<file path="config.mk">
export PLATFORM = sky130hd
export DESIGN_NAME = shift_logic_alu
export DESIGN_NICKNAME = d
export VERILOG_FILES = /design/src/shift_logic_pkg.sv /design/src/shift_logic_alu.sv
export SDC_FILE = /design/constraint.sdc
export NUM_CORES = 1
export LEC_CHECK = 0
export BUFFER_PORTS_ARGS = -buffer_cell sky130_fd_sc_hd__buf_2
export CORE_MARGIN = 2
export CORE_UTILIZATION = 38
export CTS_CLUSTER_DIAMETER = 60
export DETAILED_ROUTE_END_ITERATION = 12
export SLEW_MARGIN = 20
export SYNTH_ARGS = -nofsm -noshare
export SYNTH_HDL_FRONTEND = slang
export SYNTH_SLANG_ARGS = --single-unit
</file>
<file path="constraint.sdc">
create_clock -name clk_i -period 2.7 [get_ports clk_i]
set_input_delay 0.81 -clock clk_i [delete_from_list [all_inputs] [get_ports clk_i]]
set_output_delay 0.81 -clock clk_i [all_outputs]
set_load 0.05 [all_outputs]
</file>
<file path="src/shift_logic_pkg.sv">
// Constants, operation codes and state type for the shift and logic datapath.
// Assumes one core clock, a synchronous active-high reset and a decoder
// that presents one operation at a time while the datapath is ready.
//
// Functional notes
// - Right shift of working register: zero into bit 7, bit 0 to shift-out flag.
// - Right rotate of working register: old flag into bit 7, bit 0 to flag.
// - Right shift of memory byte writes back, zero into bit 7, bit 0 to flag.
// - Right rotate of memory byte writes back old flag in bit 7, bit 0 to flag.
// - Left shift of working register: zero into bit 0, bit 7 to shift-out flag.
// - Left rotate of working register: old flag into bit 0, bit 7 to flag.
// - Left shift of memory byte writes back, zero into bit 0, bit 7 to flag.
// - Left rotate of memory byte writes back old flag in bit 0, bit 7 to flag.
// - Shifts and rotates change only the shift-out flag.
// - Nibble swap of working register exchanges halves, no flag changes.
// - AND with immediate or memory into working register, or into memory.
// - OR with immediate or memory into working register, or into memory.
// - XOR with immediate or memory into working register, or into memory.
// - XOR with an I/O register writes that register back, no flag changes.
// - Logic, complement and negate change only the zero flag.
// - One's complement inverts working register or a memory byte.
// - Two's complement negates working register or a memory byte.
package shift_logic_pkg;

  localparam int          DATA_W   = 8;
  localparam int          ADDR_W   = 8;
  localparam int          MSB      = 7;
  localparam int          LSB      = 0;

  // Operation codes
  localparam logic [3:0]  OP_SHR   = 4'h0;
  localparam logic [3:0]  OP_RRC   = 4'h1;
  localparam logic [3:0]  OP_SHL   = 4'h2;
  localparam logic [3:0]  OP_RLC   = 4'h3;
  localparam logic [3:0]  OP_SWAP  = 4'h4;
  localparam logic [3:0]  OP_AND   = 4'h5;
  localparam logic [3:0]  OP_OR    = 4'h6;
  localparam logic [3:0]  OP_XOR   = 4'h7;
  localparam logic [3:0]  OP_NOT   = 4'h8;
  localparam logic [3:0]  OP_NEG   = 4'h9;

  // Operand and destination modes
  localparam logic [1:0]  MODE_REG     = 2'h0;
  localparam logic [1:0]  MODE_MEM_REG = 2'h1;
  localparam logic [1:0]  MODE_MEM_MEM = 2'h2;
  localparam logic [1:0]  MODE_IO_IO   = 2'h3;

  // Reset values
  localparam logic [7:0]  WORK_RST = 8'h00;
  localparam logic [7:0]  ADDR_RST = 8'h00;
  localparam logic        FLAG_RST = 1'b0;

  typedef enum logic [1:0] {ST_IDLE, ST_READ, ST_WAIT, ST_WRITE} state_type;

endpackage : shift_logic_pkg

</file>
<file path="src/shift_logic_alu.sv">
// Shift, rotate, swap and bitwise logic section of an eight-bit core.
// Holds the working register and the four status flags. Memory and I/O
// share one byte port with a one-cycle read latency on the core clock.
`timescale 1ns/1ps
module shift_logic_alu
  import shift_logic_pkg::*;
(
  input  wire logic              clk_i,
  input  wire logic              sys_rst_i,
  input  wire logic              op_valid_i,
  input  wire logic [3:0]        op_code_i,
  input  wire logic [1:0]        op_mode_i,
  input  wire logic [DATA_W-1:0] op_imm_i,
  input  wire logic [ADDR_W-1:0] op_addr_i,
  input  wire logic              work_load_i,
  input  wire logic [DATA_W-1:0] work_load_data_i,
  input  wire logic              flags_load_i,
  input  wire logic [3:0]        flags_load_data_i,
  input  wire logic [DATA_W-1:0] mem_rdata_i,
  output logic                   ready_o,
  output logic                   done_o,
  output logic [DATA_W-1:0]      working_register_o,
  output logic                   zero_flag_o,
  output logic                   shift_out_flag_o,
  output logic                   half_carry_flag_o,
  output logic                   signed_range_error_flag_o,
  output logic [ADDR_W-1:0]      mem_addr_o,
  output logic                   mem_io_o,
  output logic                   mem_rd_o,
  output logic                   mem_wr_o,
  output logic [DATA_W-1:0]      mem_wdata_o
);

  state_type         state;
  logic [3:0]        op_q;
  logic [1:0]        mode_q;
  logic [DATA_W-1:0] alu_result;
  logic              alu_carry;
  logic              upd_carry;
  logic              upd_zero;

  // Operation fields come straight from the decoder while idle
  wire              take      = (state == ST_IDLE) && op_valid_i;
  wire              at_wait   = (state == ST_WAIT);
  wire [3:0]        cur_op    = at_wait ? op_q : op_code_i;
  wire [1:0]        cur_mode  = at_wait ? mode_q : op_mode_i;
  wire              reg_only  = (op_mode_i == MODE_REG);
  wire [DATA_W-1:0] subj      = at_wait ? mem_rdata_i : working_register_o;
  wire [DATA_W-1:0] second    = at_wait ? mem_rdata_i : op_imm_i;
  wire              commit    = (take && reg_only) || at_wait;
  wire              to_work   = commit &&
                                (cur_mode == MODE_REG || cur_mode == MODE_MEM_REG);
  wire              write_back = at_wait &&
                                (mode_q == MODE_MEM_MEM || mode_q == MODE_IO_IO);
  // I/O write-back keeps every flag as it was
  wire              flags_en  = commit && (cur_mode != MODE_IO_IO);
  wire              res_zero  = (alu_result == WORK_RST);

  // Result and flag selection per operation
  always_comb begin
    alu_result = subj;
    alu_carry  = shift_out_flag_o;
    upd_carry  = 1'b0;
    upd_zero   = 1'b0;
    case (cur_op)
      OP_SHR: begin
        alu_result = {1'b0, subj[MSB:1]};
        alu_carry  = subj[LSB];
        upd_carry  = 1'b1;
      end
      OP_RRC: begin
        alu_result = {shift_out_flag_o, subj[MSB:1]};
        alu_carry  = subj[LSB];
        upd_carry  = 1'b1;
      end
      OP_SHL: begin
        alu_result = {subj[MSB-1:0], 1'b0};
        alu_carry  = subj[MSB];
        upd_carry  = 1'b1;
      end
      OP_RLC: begin
        alu_result = {subj[MSB-1:0], shift_out_flag_o};
        alu_carry  = subj[MSB];
        upd_carry  = 1'b1;
      end
      OP_SWAP: begin
        alu_result = {subj[3:0], subj[MSB:4]};
      end
      OP_AND: begin
        alu_result = working_register_o & second;
        upd_zero   = 1'b1;
      end
      OP_OR: begin
        alu_result = working_register_o | second;
        upd_zero   = 1'b1;
      end
      OP_XOR: begin
        alu_result = working_register_o ^ second;
        upd_zero   = 1'b1;
      end
      OP_NOT: begin
        alu_result = ~subj;
        upd_zero   = 1'b1;
      end
      OP_NEG: begin
        alu_result = DATA_W'(~subj + 8'h01);
        upd_zero   = 1'b1;
      end
      default: begin
        alu_result = subj;
      end
    endcase
  end

  // sequence with no gap
  // A memory request holds the datapath until its write has gone out, so no
  // other operation can slip between the read and the write of one byte.
  always_ff @(posedge clk_i) begin
    if (sys_rst_i) begin
      state <= ST_IDLE;
    end else begin
      case (state)
        ST_IDLE:  state <= (take && !reg_only) ? ST_READ : ST_IDLE;
        ST_READ:  state <= ST_WAIT;
        ST_WAIT:  state <= write_back ? ST_WRITE : ST_IDLE;
        ST_WRITE: state <= ST_IDLE;
        default:  state <= ST_IDLE;
      endcase
    end
  end

  // Latched operation for the multi-cycle path
  always_ff @(posedge clk_i) begin
    if (sys_rst_i) begin
      op_q       <= OP_SHR;
      mode_q     <= MODE_REG;
      mem_addr_o <= ADDR_RST;
      mem_io_o   <= 1'b0;
    end else if (take && !reg_only) begin
      op_q       <= op_code_i;
      mode_q     <= op_mode_i;
      mem_addr_o <= op_addr_i;
      mem_io_o   <= (op_mode_i == MODE_IO_IO);
    end
  end

  // Port strobes; the address stays put until the next request
  always_ff @(posedge clk_i) begin
    if (sys_rst_i) begin
      mem_rd_o    <= 1'b0;
      mem_wr_o    <= 1'b0;
      mem_wdata_o <= WORK_RST;
      done_o      <= 1'b0;
      ready_o     <= 1'b0;
    end else begin
      mem_rd_o <= take && !reg_only;
      mem_wr_o <= write_back;
      done_o   <= commit;
      ready_o  <= (state == ST_IDLE) ? !(take && !reg_only) : (state == ST_WRITE) ||
                  (at_wait && !write_back);
      if (write_back) begin
        mem_wdata_o <= alu_result;
      end
    end
  end

  // Working register: an operation result wins over a direct load
  always_ff @(posedge clk_i) begin
    if (sys_rst_i) begin
      working_register_o <= WORK_RST;
    end else if (to_work) begin
      working_register_o <= alu_result;
    end else if (work_load_i) begin
      working_register_o <= work_load_data_i;
    end
  end

  // flag gating
  // Half-carry and range-error flags change only by a direct load, since
  // no operation of this section produces them.
  always_ff @(posedge clk_i) begin
    if (sys_rst_i) begin
      zero_flag_o               <= FLAG_RST;
      shift_out_flag_o          <= FLAG_RST;
      half_carry_flag_o         <= FLAG_RST;
      signed_range_error_flag_o <= FLAG_RST;
    end else if (flags_en) begin
      if (upd_zero) begin
        zero_flag_o <= res_zero;
      end
      if (upd_carry) begin
        shift_out_flag_o <= alu_carry;
      end
    end else if (flags_load_i) begin
      {zero_flag_o, shift_out_flag_o, half_carry_flag_o,
       signed_range_error_flag_o} <= flags_load_data_i;
    end
  end

  // Checks
  wire take_reg = take && reg_only;
  wire take_mem = take && !reg_only;
endmodule : shift_logic_alu

</file>
### After elaboration in Yosys (flattened, before gate mapping)

Cells that the tools add are included.

* input bits: 47
* register bits after elaboration: 41

* reductions and logical operators: 28
* equality and inequality tests: 20
* multiplexer cells: 20
* bitwise gates (word level): 5
* add/subtract/negate cells: 1

Operator list (number)
* $pmux W8 S10: 1
* $mux W8: 4
* $eq A4 B3 Y1 const B: 4
* $eq A2 B2 Y1 const B: 5
* $mux W1: 10
* $add A8 B1 Y8 const B: 1
* $and A8 B8 Y8: 1
* $eq A4 B2 Y1 const B: 2
* $eq A4 B4 Y1 const B: 2
* $logic_not A8 Y1: 1
* $not A8 Y8: 1
* $or A8 B8 Y8: 1
* $pmux W2 S4: 1
* $xor A8 B8 Y8: 1
* $logic_and A1 B1 Y1: 7
* $logic_not A2 Y1: 3
* $ne A2 B2 Y1 const B: 3
* $reduce_or A5 Y1: 1
* $eq A2 B1 Y1 const B: 2
* $eq A4 B1 Y1 const B: 1
* $logic_not A4 Y1: 1
* $logic_or A1 B1 Y1: 4
* $mux W2: 2
* $mux W4: 1
* 9 further kinds: 14

### Logic depth before layout (Yosys ltp)

Gate-level depths: netlist of run 1.

* word-level depth: 8
* gate-level depth with buffers: 15
* gate-level depth less buffers: 12

### Worst setup path before layout of run 1

OpenSTA, ideal clock, no wires.

* kind: register -> register
* from: register state[0]
* to: register zero_flag_o
* library setup time: 0.059 ns
* data arrival time: 2.768 ns
* stages on the path, launching flop included: 15
* required time: 2.641 ns
* slack: -0.126 ns
* period minus slack after synthesis: 2.826 ns
* cell sequence: dfxtp_1 > nand2b_1 > buf_4 > buf_12 > buf_2 > clkbuf_1 > a21o_1 > inv_1 > ha_1 > a221oi_1 > o21bai_1 > a22oi_2 > o2111ai_1 > nor3b_2 > a31o_1

* longest elaborated chain between the ends: 8

Ends and longest elaborated chain
* start, declared: line shift_logic_alu.sv:34 `state_type state;`
* start signal, assigned: line shift_logic_alu.sv:123 `ST_IDLE: state <= (take && !reg_only) ? ST_READ : ST_IDLE;`
* start signal, assigned: line shift_logic_alu.sv:125 `ST_WAIT: state <= write_back ? ST_WRITE : ST_IDLE;`
* $eq A2 B2 Y1: line shift_logic_alu.sv:44 `wire at_wait = (state == ST_WAIT);`
* $mux W8: line shift_logic_alu.sv:48 `wire [DATA_W-1:0] subj = at_wait ? mem_rdata_i : working_register_o;`
* $not A8 Y8: line shift_logic_alu.sv:102, shift_logic_alu.sv:106
* $add A8 B1 Y8: line shift_logic_alu.sv:106 `alu_result = DATA_W'(~subj + 8'h01);`
* $pmux W8 S10: line shift_logic_alu.sv:65 `case (cur_op)`
* $logic_not A8 Y1: line shift_logic_alu.sv:57 `wire res_zero = (alu_result == WORK_RST);`
* $mux W1: line shift_logic_alu.sv:188 `if (upd_zero) begin`
* $mux W1: line shift_logic_alu.sv:187 `end else if (flags_en) begin`
* end signal, assigned: line shift_logic_alu.sv:189 `zero_flag_o <= res_zero;`
* end, declared: line shift_logic_alu.sv:23 `output logic zero_flag_o,`

Parallel ways exist; a longest one is shown, timed or not. The select of a mux whose other input is x is not followed.
A chain may end at the register's enable or synchronous reset.

### Worst setup path after layout of run 1

* from: register state[0]
* to: register mem_wdata_o[6]

* longest elaborated chain between the ends: 5

Ends and longest elaborated chain
* $eq A2 B2 Y1 *: line shift_logic_alu.sv:44
* $mux W8: line shift_logic_alu.sv:48
* $not A8 Y8: line shift_logic_alu.sv:102, shift_logic_alu.sv:106
* $add A8 B1 Y8: line shift_logic_alu.sv:106
* $pmux W8 S10: line shift_logic_alu.sv:65
* end signal, assigned: line shift_logic_alu.sv:162 `mem_wdata_o <= alu_result;`
* end, declared: line shift_logic_alu.sv:31 `output logic [DATA_W-1:0] mem_wdata_o`

Every way passes the cells marked *; elsewhere a longest branch is shown, timed or not.

==> run_results.csv, run 1 <==
group,metric,value,unit
timing,finalSetupViolations,0,
yosys,synth_top_family_by_area,"compound AO/OA/AOI/OAI gates",
finish,multi_input_area,2160,µm²
routing,wl,10.7,mm
routing,drt_iter0_drc,195,
timing,slew_violations,0,
finish,nets,593,
cts,clk_latency,0.29,ns
worst_setup_path,startpoint_type,"flip-flop",
timing,worst_slack,0.168,ns
cts,clk_pin_slew,0.08,ns
placement,portBuffers,79,
timing,slew_headroom,47.7,%
timing,tightest_slew,0.781,ns
routing,ant_nets,0,
global_route,grt_pass1_wl,16.8,mm
timing,fin_tns_setup,0,ns
status,status,"completed",
yosys,ys_seq_elements,41,
power_and_ir_drop,power_density,433,nW/µm²
yosys,syn_inst,421,
worst_setup_path,end_kind,"flip-flop",
placement,placedCellCount,628,
power_and_ir_drop,irDropWorstVdd,0.362,mV
placement,gp_congestion,0.910,
power_and_ir_drop,p_leak,1.93,nW
timing,fin_skew,0.0107,ns
die,fp.coreArea,8260,µm²
placement,dp_slack,-0.0878,ns
timing,finalHoldViolations,0,
routing,num_vias,3518,
flow_run,maxCapViolCount,0,
yosys,synth_ff_type,"dfxtp_1",
die,die_h,96.6,µm
yosys,synth_xor_area_share,0.806,%
global_route,overflow,0,
finish,drive_gt1_share,33.0,%
cts,cts_root_buf,"clkbuf_8",
worst_setup_path,crit_fanout,15,
timing,rsz0062_at_grt,"true",
routing,wl_per_cell,16.9,µm
die,start_util,39.5,%
yosys,ys_warn_count,0,
yosys,synth_compound_area_share,30.4,%
routing,via_per_inst,5.54,
global_route,grt_use_met3,3.57,%
cts,clockBufferDepth,2,
routing,drcViolationCount,0,
routing,first_pass_iters,5,
timing,fin_crit_sh,93.8,%
finish,fill_cells,837,
yosys,ys_types,70,
worst_setup_path,critPathRequiredTime,2.84,ns
global_route,use_met2,37.7,%
yosys,synth_adder_area_share,6.14,%
cts,postCtsSetupBuffers,0,
global_route,grt_pass1_vias,3310,
global_route,grt_max_degree,42,
yosys,synthSimpleGateAreaFrac,24.0,%
global_route,grt_usage,23.5,%
die,die_area,9330,µm²
placement,dp_hpwl,8.18,mm
finish,synthToLayoutAreaGrowth,26.7,%
cts,cts.sinks,41,
yosys,synth-async-reset-ratio,0,%
yosys,synth_edf_count,0,
placement,dpl-instance-area,4040,µm²
finish,seq_area,821,µm²
finish,finalNonFillerCells,635,
timing,min_period,2.53,ns
cts,htreeDepth,2,
die,rows,33,
global_route,gr-max-usage-layer,"met2",
finish,final_cell_area,4130,µm²
yosys,seq_area_frac_synth,25.2,%
yosys,synth_area,3260,µm²
cts,numCtsBuffers,5,
yosys,avgSynthCellArea,7.74,µm²
yosys,synthMuxAreaShare,4.38,%
finish,diodes,0,
die,die_w,96.6,µm
timing,max_clock_freq,395,MHz
worst_setup_path,setup.worst_path.class,"reg -> reg",
cts,cts_tree,"done",
worst_setup_path,worstPathArrival,2.67,ns
yosys,synth_fp_nets,484,
min_path,hp-class,"reg -> reg",
die,ioPinCount,80,
global_route,antenna_found_initial,0,
global_route,grt_use_met1,33.5,%
## report_power, final
part           total, mW  switching (mW)  internal [mW]  leakage (nW)
clock              0.390           0.211          0.179        0.0412
combinational      0.713           0.429          0.285          1.55
sequential         0.682          0.0439          0.639         0.336
total               1.79           0.684           1.10          1.93
## critical path: stages (launching register included)
cell and delay, ns:
dfxtp_1 0.36, nand2b_4 0.28, buf_4 0.23, a21o_1 0.15
inv_1 0.04, ha_1 0.26, o211ai_1 0.21, a21oi_1 0.10
or3_1 0.40, a21oi_2 0.24, a211oi_1 0.10
## kinds of logic after synthesis
family,after synthesis
and+or+nand+nor,148
muxes,13
DFF,41
xor gates and xnor gates,3
buffers and inverters,58
adders and majority gates,16
AOI/OAI and AO/OA,142
## registers in the layout (all words and copies together) (netlist names)
register,cells
ready_o,1
half_carry_flag_o,1
state,2
mem_io_o,1
working_register_o,8
done_o,1
op_q,4
signed_range_error_flag_o,1
zero_flag_o,1
mode_q,2
shift_out_flag_o,1
mem_wr_o,1
mem_wdata_o,8
mem_rd_o,1
mem_addr_o,8
## layout make-up
type | instances | share of cell area [%]
clock buffers | 6 | 1.76
clock inverters | 1 | 0.212
multi-input cells | 322 | 52.2
flip-flops and latches | 41 | 19.9
inverters | 27 | 2.45
well taps | 105 | 3.18
repair buffers | 133 | 20.3
## repair_timing
action                                 4_1_cts  5_1_grt
setup endpoints to repair                    0        6
resized for setup                            0        2
hold buffers                                 0        0
endpoints found under the hold margin        0        0
## layer usage
layer  routed length, µm  part of all wire (%)  vias up
met1                5190                    48     1638
met2                4800                    45      117
met5                   0                     0        -
li1                    -                     -     1745
met4                 142                   1.3        0
met3                 574                   5.4       18
## cell usage after synthesis, drive strengths merged (3+ instances only)
| library cell | count | area (µm²) |
|---|---|---|
| a211oi | 16 | 125 |
| a21o | 16 | 131 |
| a21oi | 55 | 298 |
| a221oi | 6 | 58.8 |
| a22oi | 7 | 57.6 |
| a31oi | 6 | 43.8 |
| a32oi | 3 | 26.3 |
| and3b | 7 | 68.8 |
| buf | 15 | 124 |
| clkbuf | 16 | 70.1 |
| dfxtp | 41 | 821 |
| ha | 16 | 200 |
| inv | 27 | 101 |
| mux2i | 12 | 128 |
| nand2 | 51 | 191 |
| nand2b | 3 | 18.8 |
| nand3 | 7 | 35.0 |
| nand3b | 3 | 22.5 |
| nand4 | 3 | 33.8 |
| nor2 | 42 | 158 |
| nor3 | 9 | 50.1 |
| o2111ai | 3 | 26.3 |
| o21ai | 9 | 45.0 |
| o22ai | 3 | 18.8 |
| o31ai | 7 | 62.6 |
| or2 | 3 | 18.8 |
| or3 | 5 | 31.3 |
| or4b | 3 | 30.0 |
## metrics by stage
step	util [%]	power [mW]	hold slack, ns
6_report	50.0	1.79	0.457
3_3_place_gp	48.9	1.40	0.439
3_5_place_dp	48.9	1.40	0.447
5_1_grt	50.0	1.89	0.483
2_1_floorplan	-	1.14	0.436
4_1_cts	49.9	1.79	0.459
## placed cells by master (no fill, tap or decap), drive strengths merged, types with 3 or more instances in the layout
| cell | instances |
|---|---|
| a21oi | 55 |
| nor3 | 9 |
| o21ai | 9 |
| a221oi | 6 |
| buf | 133 |
| inv | 27 |
| o22ai | 3 |
| o31ai | 7 |
| clkbuf | 6 |
| a31oi | 6 |
| nand3b | 3 |
| mux2i | 12 |
| o2111ai | 3 |
| a22oi | 7 |
| or3 | 5 |
| nand4 | 3 |
| nand2b | 3 |
| or2 | 3 |
| a211oi | 16 |
| and3b | 7 |
| nand3 | 7 |
| dfxtp | 41 |
| a21o | 16 |
| or4b | 3 |
| nor2 | 42 |
| ha | 16 |
| a32oi | 3 |
| nand2 | 51 |
## worst paths after layout
path	start	end	slack (ns)	depth (start not counted)
setup / recovery	state[0]	mem_wdata_o[6]	0.17	10
hold / removal	mem_addr_o[0]	mem_addr_o[0]	0.46	2
setup reg to reg	state[0]	mem_wdata_o[6]	0.17	10
hold reg to reg	mem_addr_o[0]	mem_addr_o[0]	0.46	2
(Power assumes the default switching activity.)
==> inputs of run 2 (changes only) <==
--- a/config.mk
+++ b/config.mk
@@ -7,9 +7,10 @@
 export LEC_CHECK = 0
 export BUFFER_PORTS_ARGS = -buffer_cell sky130_fd_sc_hd__buf_2
 export CORE_MARGIN = 2
-export CORE_UTILIZATION = 38
+export CORE_UTILIZATION = 40
 export CTS_CLUSTER_DIAMETER = 60
 export DETAILED_ROUTE_END_ITERATION = 12
+export PLACE_DENSITY = 0.65
 export SLEW_MARGIN = 20
 export SYNTH_ARGS = -nofsm -noshare
 export SYNTH_HDL_FRONTEND = slang
==> run 2 against run 1 <==
Net effect: global-route usage up 0.78 points; highest routed layer unchanged; register-to-register slack worse by 0.06 ns; utilization up 2.7 points; clock power up 3%; largest cell class unchanged.
==> run_results.csv, run 2 (same netlist as run 1, synthesis figures left out) <==
group,metric,value,unit
routing,wl_per_cell,16.9,µm
timing,slew_violations,0,
cts,postCtsSetupBuffers,0,
finish,synthToLayoutAreaGrowth,26.3,%
placement,portBuffers,79,
worst_setup_path,cp_slowest_stage_delay,0.43,ns
cts,clk_pin_slew,0.08,ns
cts,clk_latency,0.30,ns
timing,tightest_slew,0.810,ns
placement,gp_congestion,0.916,
power_and_ir_drop,p_leak,1.92,nW
flow_run,maxCapViolCount,0,
die,start_util,41.7,%
routing,drt_iter0_drc,170,
worst_setup_path,startpoint_type,"flip-flop",
timing,finalHoldWorstSlack,0.453,ns
placement,dpl-instance-area,4020,µm²
die,fp.coreArea,7810,µm²
finish,nets,591,
timing,fin_tns_setup,0,ns
cts,clockBufferDepth,2,
routing,drcViolationCount,0,
routing,ant_nets,0,
cts,cts_tree,"done",
finish,drive_gt1_share,33.1,%
min_path,hp-class,"reg -> reg",
finish,final_util,52.7,%
global_route,antenna_found_initial,0,
worst_setup_path,crit_path_cell_trace,"nand2b_2 -> buf_12 -> buf_4 -> a31oi_1 -> or2_1 -> nor2_1 -> a211oi_1 -> a21oi_2 -> nor3_1 -> a31o_1",
timing,fin_skew,0.00174,ns
cts,numCtsBuffers,5,
finish,top_regs,"mem_addr_o (8), mem_wdata_o (8), working_register_o (8)",
cts,cts_root_buf,"clkbuf_8",
power_and_ir_drop,irDropWorstVdd,0.494,mV
cts,cts_hold_buf,0,
worst_setup_path,critPathRequiredTime,2.95,ns
die,die_area,8880,µm²
cts,htreeDepth,2,
die,die_w,94.3,µm
timing,max_clock_freq,386,MHz
worst_setup_path,crit_fanout,17,
cts,cts.sinks,41,
worst_setup_path,end_kind,"flip-flop",
finish,seq_area,821,µm²
routing,num_vias,3497,
global_route,overflow,0,
global_route,grt_pass1_vias,3384,
worst_setup_path,setup.worst_path.class,"reg -> reg",
finish,final_common_cell,"buf_2",
finish,diodes,0,
power_and_ir_drop,power_density,435,nW/µm²
finish,fill_cells,782,
routing,via_per_inst,5.54,
global_route,grt_pass1_wl,16.9,mm
timing,fin_crit_sh,96.0,%
finish,layout_common_cells,"79 x buf_2, 51 x nand2_1, 49 x a21oi_1, 49 x buf_4, 42 x nor2_1",
global_route,grt_usage,24.3,%
finish,final_cell_area,4120,µm²
die,die_h,94.3,µm
routing,first_pass_iters,5,
routing,wl,10.7,mm
finish,multi_input_area,2160,µm²
die,rows,32,
timing,min_period,2.59,ns
status,status,"completed",
placement,dp_hpwl,8.27,mm
worst_setup_path,cp_top_family,"compound AO/OA/AOI/OAI gates",
worst_setup_path,critical_path.slowest_cell,"a211oi_1",
worst_setup_path,cp.buffers_inverters,2,
timing,finalSetupViolations,0,
timing,rsz0062_at_grt,"false",
global_route,grt_max_degree,34,
worst_setup_path,worstPathArrival,2.84,ns
timing,finalHoldViolations,0,
die,ioPinCount,80,
timing,slew_headroom,45.8,%
## run 2: cell types whose count changed in the layout (fill, tap and decap cells not counted)
cell,before,now
nand2b_4,1,0
clkinvlp_4,0,2
a211oi_1,15,14
clkinv_4,1,0
buf_4,51,49
a211oi_2,1,2
nand2b_2,0,1
## run 2: power by group
part	switching (mW)	leakage [nW]	total (mW)	internal, mW
Sequential	0.0441	0.336	0.683	0.638
Combinational	0.427	1.54	0.707	0.280
Clock	0.220	0.0374	0.403	0.182
## run 2: layout make-up
type	count	area share, %
flip-flops and latches	41	19.9
repair buffers	131	20.0
inverters	27	2.46
well taps	102	3.10
clock inverters	2	0.365
multi-input cells	322	52.4
clock buffers	6	1.76
## run 2: path summary, 6_finish.rpt
| check | from | endpoint | slack, ns | depth (start not counted) |
|---|---|---|---|---|
| worst max-delay path | state[0] | zero_flag_o | 0.11 | 10 |
| worst min-delay path | mem_addr_o[0] | mem_addr_o[0] | 0.45 | 2 |
| worst max register to register | state[0] | zero_flag_o | 0.11 | 10 |
| worst min register to register | mem_addr_o[0] | mem_addr_o[0] | 0.45 | 2 |
## run 2: timing repair
item                                    CTS  global route
gates resized for setup                   0             3
hold endpoints to repair                  0             0
endpoints found under the setup margin    0             2
## run 2: per-layer routing
| metal | GRT usage [%] | share of wire [%] | up-vias |
|---|---|---|---|
| met5 | 0 | 0 | - |
| li1 | - | - | 1735 |
| met4 | 6.40 | 1.6 | 0 |
| met2 | 40.7 | 46 | 117 |
| met3 | 3.61 | 5.9 | 17 |
| met1 | 32.4 | 47 | 1628 |
## run 2: tightest hold or removal path, cell delays in order, from the launching register on
cell and delay (ns):
dfxtp_1 0.31, nand2_1 0.05, a21oi_1 0.05
## run 2: metrics by stage
step / power, mW / setup slack, ns / instances
3_5_place_dp: 1.39 / -0.163 / 623
3_3_place_gp: 1.39 / -0.115 / 623
5_1_grt: 1.89 / 0.0167 / 631
6_report: 1.79 / 0.107 / 631
2_1_floorplan: 1.14 / 0.000568 / 421
4_1_cts: 1.79 / 0.108 / 631
==> inputs of run 3 (changes only) <==
--- a/config.mk
+++ b/config.mk
@@ -6,7 +6,6 @@
 export NUM_CORES = 1
 export LEC_CHECK = 0
 export BUFFER_PORTS_ARGS = -buffer_cell sky130_fd_sc_hd__buf_2
-export CORE_MARGIN = 2
 export CORE_UTILIZATION = 40
 export CTS_CLUSTER_DIAMETER = 60
 export DETAILED_ROUTE_END_ITERATION = 12
==> run 3 against run 2 <==
Net effect: worst setup slack improved by 0.051 ns; clock skew up 0.0043 ns; via count grew 2.1%; die area shrank 4.2%; critical path depth increased by 2; non-clock buffer count grew 5; utilization grew 0.75 points; sequential cell count stayed put.
==> run_results.csv, run 3 (same netlist as run 1, synthesis figures left out) <==
group,metric,value,unit
worst_setup_path,critPathLaunch,"mem_rdata_i[3]",
cts,cts_root_buf,"clkbuf_8",
timing,max_clock_freq,393,MHz
finish,final_common_cell,"buf_2",
worst_setup_path,startpoint_type,"primary input",
power_and_ir_drop,p_leak,1.94,nW
timing,finalSetupViolations,0,
worst_setup_path,cp_slowest_stage_delay,0.28,ns
placement,dp_hpwl,8.13,mm
flow_run,maxCapViolCount,0,
cts,htreeDepth,2,
placement,dp_slack,-0.161,ns
timing,worst_slack,0.158,ns
finish,finalNonFillerCells,637,
finish,top_regs,"mem_addr_o (8), mem_wdata_o (8), working_register_o (8)",
die,start_util,41.7,%
worst_setup_path,timing.critical_path.mode_cell,"a21oi_1",
routing,ant_nets,0,
finish,synthToLayoutAreaGrowth,28.1,%
worst_setup_path,rrSetupSlack,0.16,ns
finish,layout_common_cells,"79 x buf_2, 53 x buf_4, 51 x nand2_1",
global_route,grt_max_degree,34,
power_and_ir_drop,irDropWorstVdd,0.499,mV
placement,portBuffers,79,
die,ioPinCount,80,
finish,drive_gt1_share,34.2,%
finish,seq_area,823,µm²
routing,drt_iter0_drc,197,
cts,cts.sinks,41,
worst_setup_path,crit_path_cell_trace,"buf_2 -> and3b_2 -> a21o_1 -> inv_1 -> ha_1 -> a221oi_1 -> o221ai_1 -> a211oi_1 -> a21oi_1 -> buf_4 -> a21oi_1 -> nor2_1",
routing,wl_per_cell,16.9,µm
min_path,hp-class,"reg -> reg",
worst_setup_path,critPathRequiredTime,2.89,ns
worst_setup_path,worstPathArrival,2.73,ns
placement,gp_congestion,0.887,
timing,finalHoldViolations,0,
cts,clockBufferDepth,2,
worst_setup_path,r2r_cells,11,
timing,fin_crit_sh,94.1,%
routing,via_per_inst,5.60,
global_route,antenna_found_initial,0,
worst_setup_path,critical_path.endpoint,"working_register_o[3]",
global_route,grt_usage,25.1,%
finish,nets,597,
status,status,"completed",
finish,multi_input_area,2160,µm²
placement,placedCellCount,624,
cts,cts_tree,"done",
global_route,grt_pass1_vias,3393,
cts,numCtsBuffers,5,
global_route,grt_pass1_wl,17.0,mm
timing,min_period,2.54,ns
timing,tightest_slew,0.791,ns
cts,clk_latency,0.29,ns
power_and_ir_drop,power_density,431,nW/µm²
routing,num_vias,3570,
worst_setup_path,setup.worst_path.class,"in -> reg",
finish,fill_cells,774,
min_path,hp-start,"mem_addr_o[7]",
die,die_h,92.3,µm
routing,drcViolationCount,0,
die,die_w,92.3,µm
worst_setup_path,r2r_end,"mem_wdata_o[3]",
worst_setup_path,crit_fanout,2,
routing,wl,10.8,mm
cts,clk_pin_slew,0.08,ns
worst_setup_path,critical_path.slowest_cell,"a211oi_1",
die,fp.coreArea,7810,µm²
timing,slew_headroom,47.1,%
worst_setup_path,end_kind,"flip-flop",
die,rows,32,
timing,rsz0062_at_grt,"false",
routing,first_pass_iters,5,
die,die_area,8510,µm²
global_route,overflow,0,
timing,slew_violations,0,
finish,diodes,0,
worst_setup_path,timing.rr.start,"state[1]",
timing,fin_skew,0.00607,ns
-- run 3: metrics by stage --
step / total power, mW / utilization (%) / hold slack (ns) / instance area, µm² / TNS [ns]
6_report: 1.80 / 53.5 / 0.455 / 4180 / 0
5_1_grt: 1.89 / 53.5 / 0.488 / 4180 / 0
4_1_cts: 1.79 / 52.8 / 0.456 / 4120 / 0
2_1_floorplan: 1.14 / - / 0.436 / 3260 / 0
3_5_place_dp: 1.40 / 51.7 / 0.444 / 4040 / -0.491
3_3_place_gp: 1.40 / 51.7 / 0.438 / 4040 / -0.483
-- run 3: how the worst min path moves through the flow --
stage | endpoint | slack, ns | cells after the start
4_1_cts | mem_addr_o[7] | 0.46 | 2
3_3_place_gp | mem_addr_o[0] | 0.44 | 2
6_report | mem_addr_o[7] | 0.46 | 2
5_1_grt | mode_q[0] | 0.49 | 2
2_1_floorplan | mode_q[0] | 0.44 | 2
3_5_place_dp | mem_addr_o[7] | 0.44 | 2
-- run 3: what timing repair did --
action                                  4_1_cts  5_1_grt
hold buffers                                  0        0
buffers inserted                              0        4
resized for setup                             0        4
hold endpoints to repair                      0        0
endpoints found under the setup margin        0       10
-- run 3: cell type report --
| class | count | share of cell area, % |
|---|---|---|
| repair buffers | 136 | 20.9 |
| flip-flops and latches | 41 | 19.7 |
| inverters | 27 | 2.43 |
| multi-input cells | 323 | 51.8 |
| clock buffers | 5 | 1.65 |
| well taps | 102 | 3.06 |
| clock inverters | 3 | 0.420 |
-- run 3: worst max-delay path, delay by kind of cell --
kind	cells	cell delay [ns]
AOI/OAI and AO/OA	6	1.15
adders and majority gates	1	0.21
buffers and inverters	3	0.32
and+or+nand+nor	2	0.24
-- run 3: power breakdown --
part	total [mW]	internal [mW]	switching [mW]
Clock	0.396	0.179	0.217
Sequential	0.684	0.639	0.0451
Combinational	0.719	0.289	0.430
Total	1.80	1.11	0.693
-- run 3: metal layers --
metal	routed length, µm	global-route usage, %
met1	5020	33.9
met2	4970	42.1
met3	587	3.23
met4	212	6.64
met5	0	0
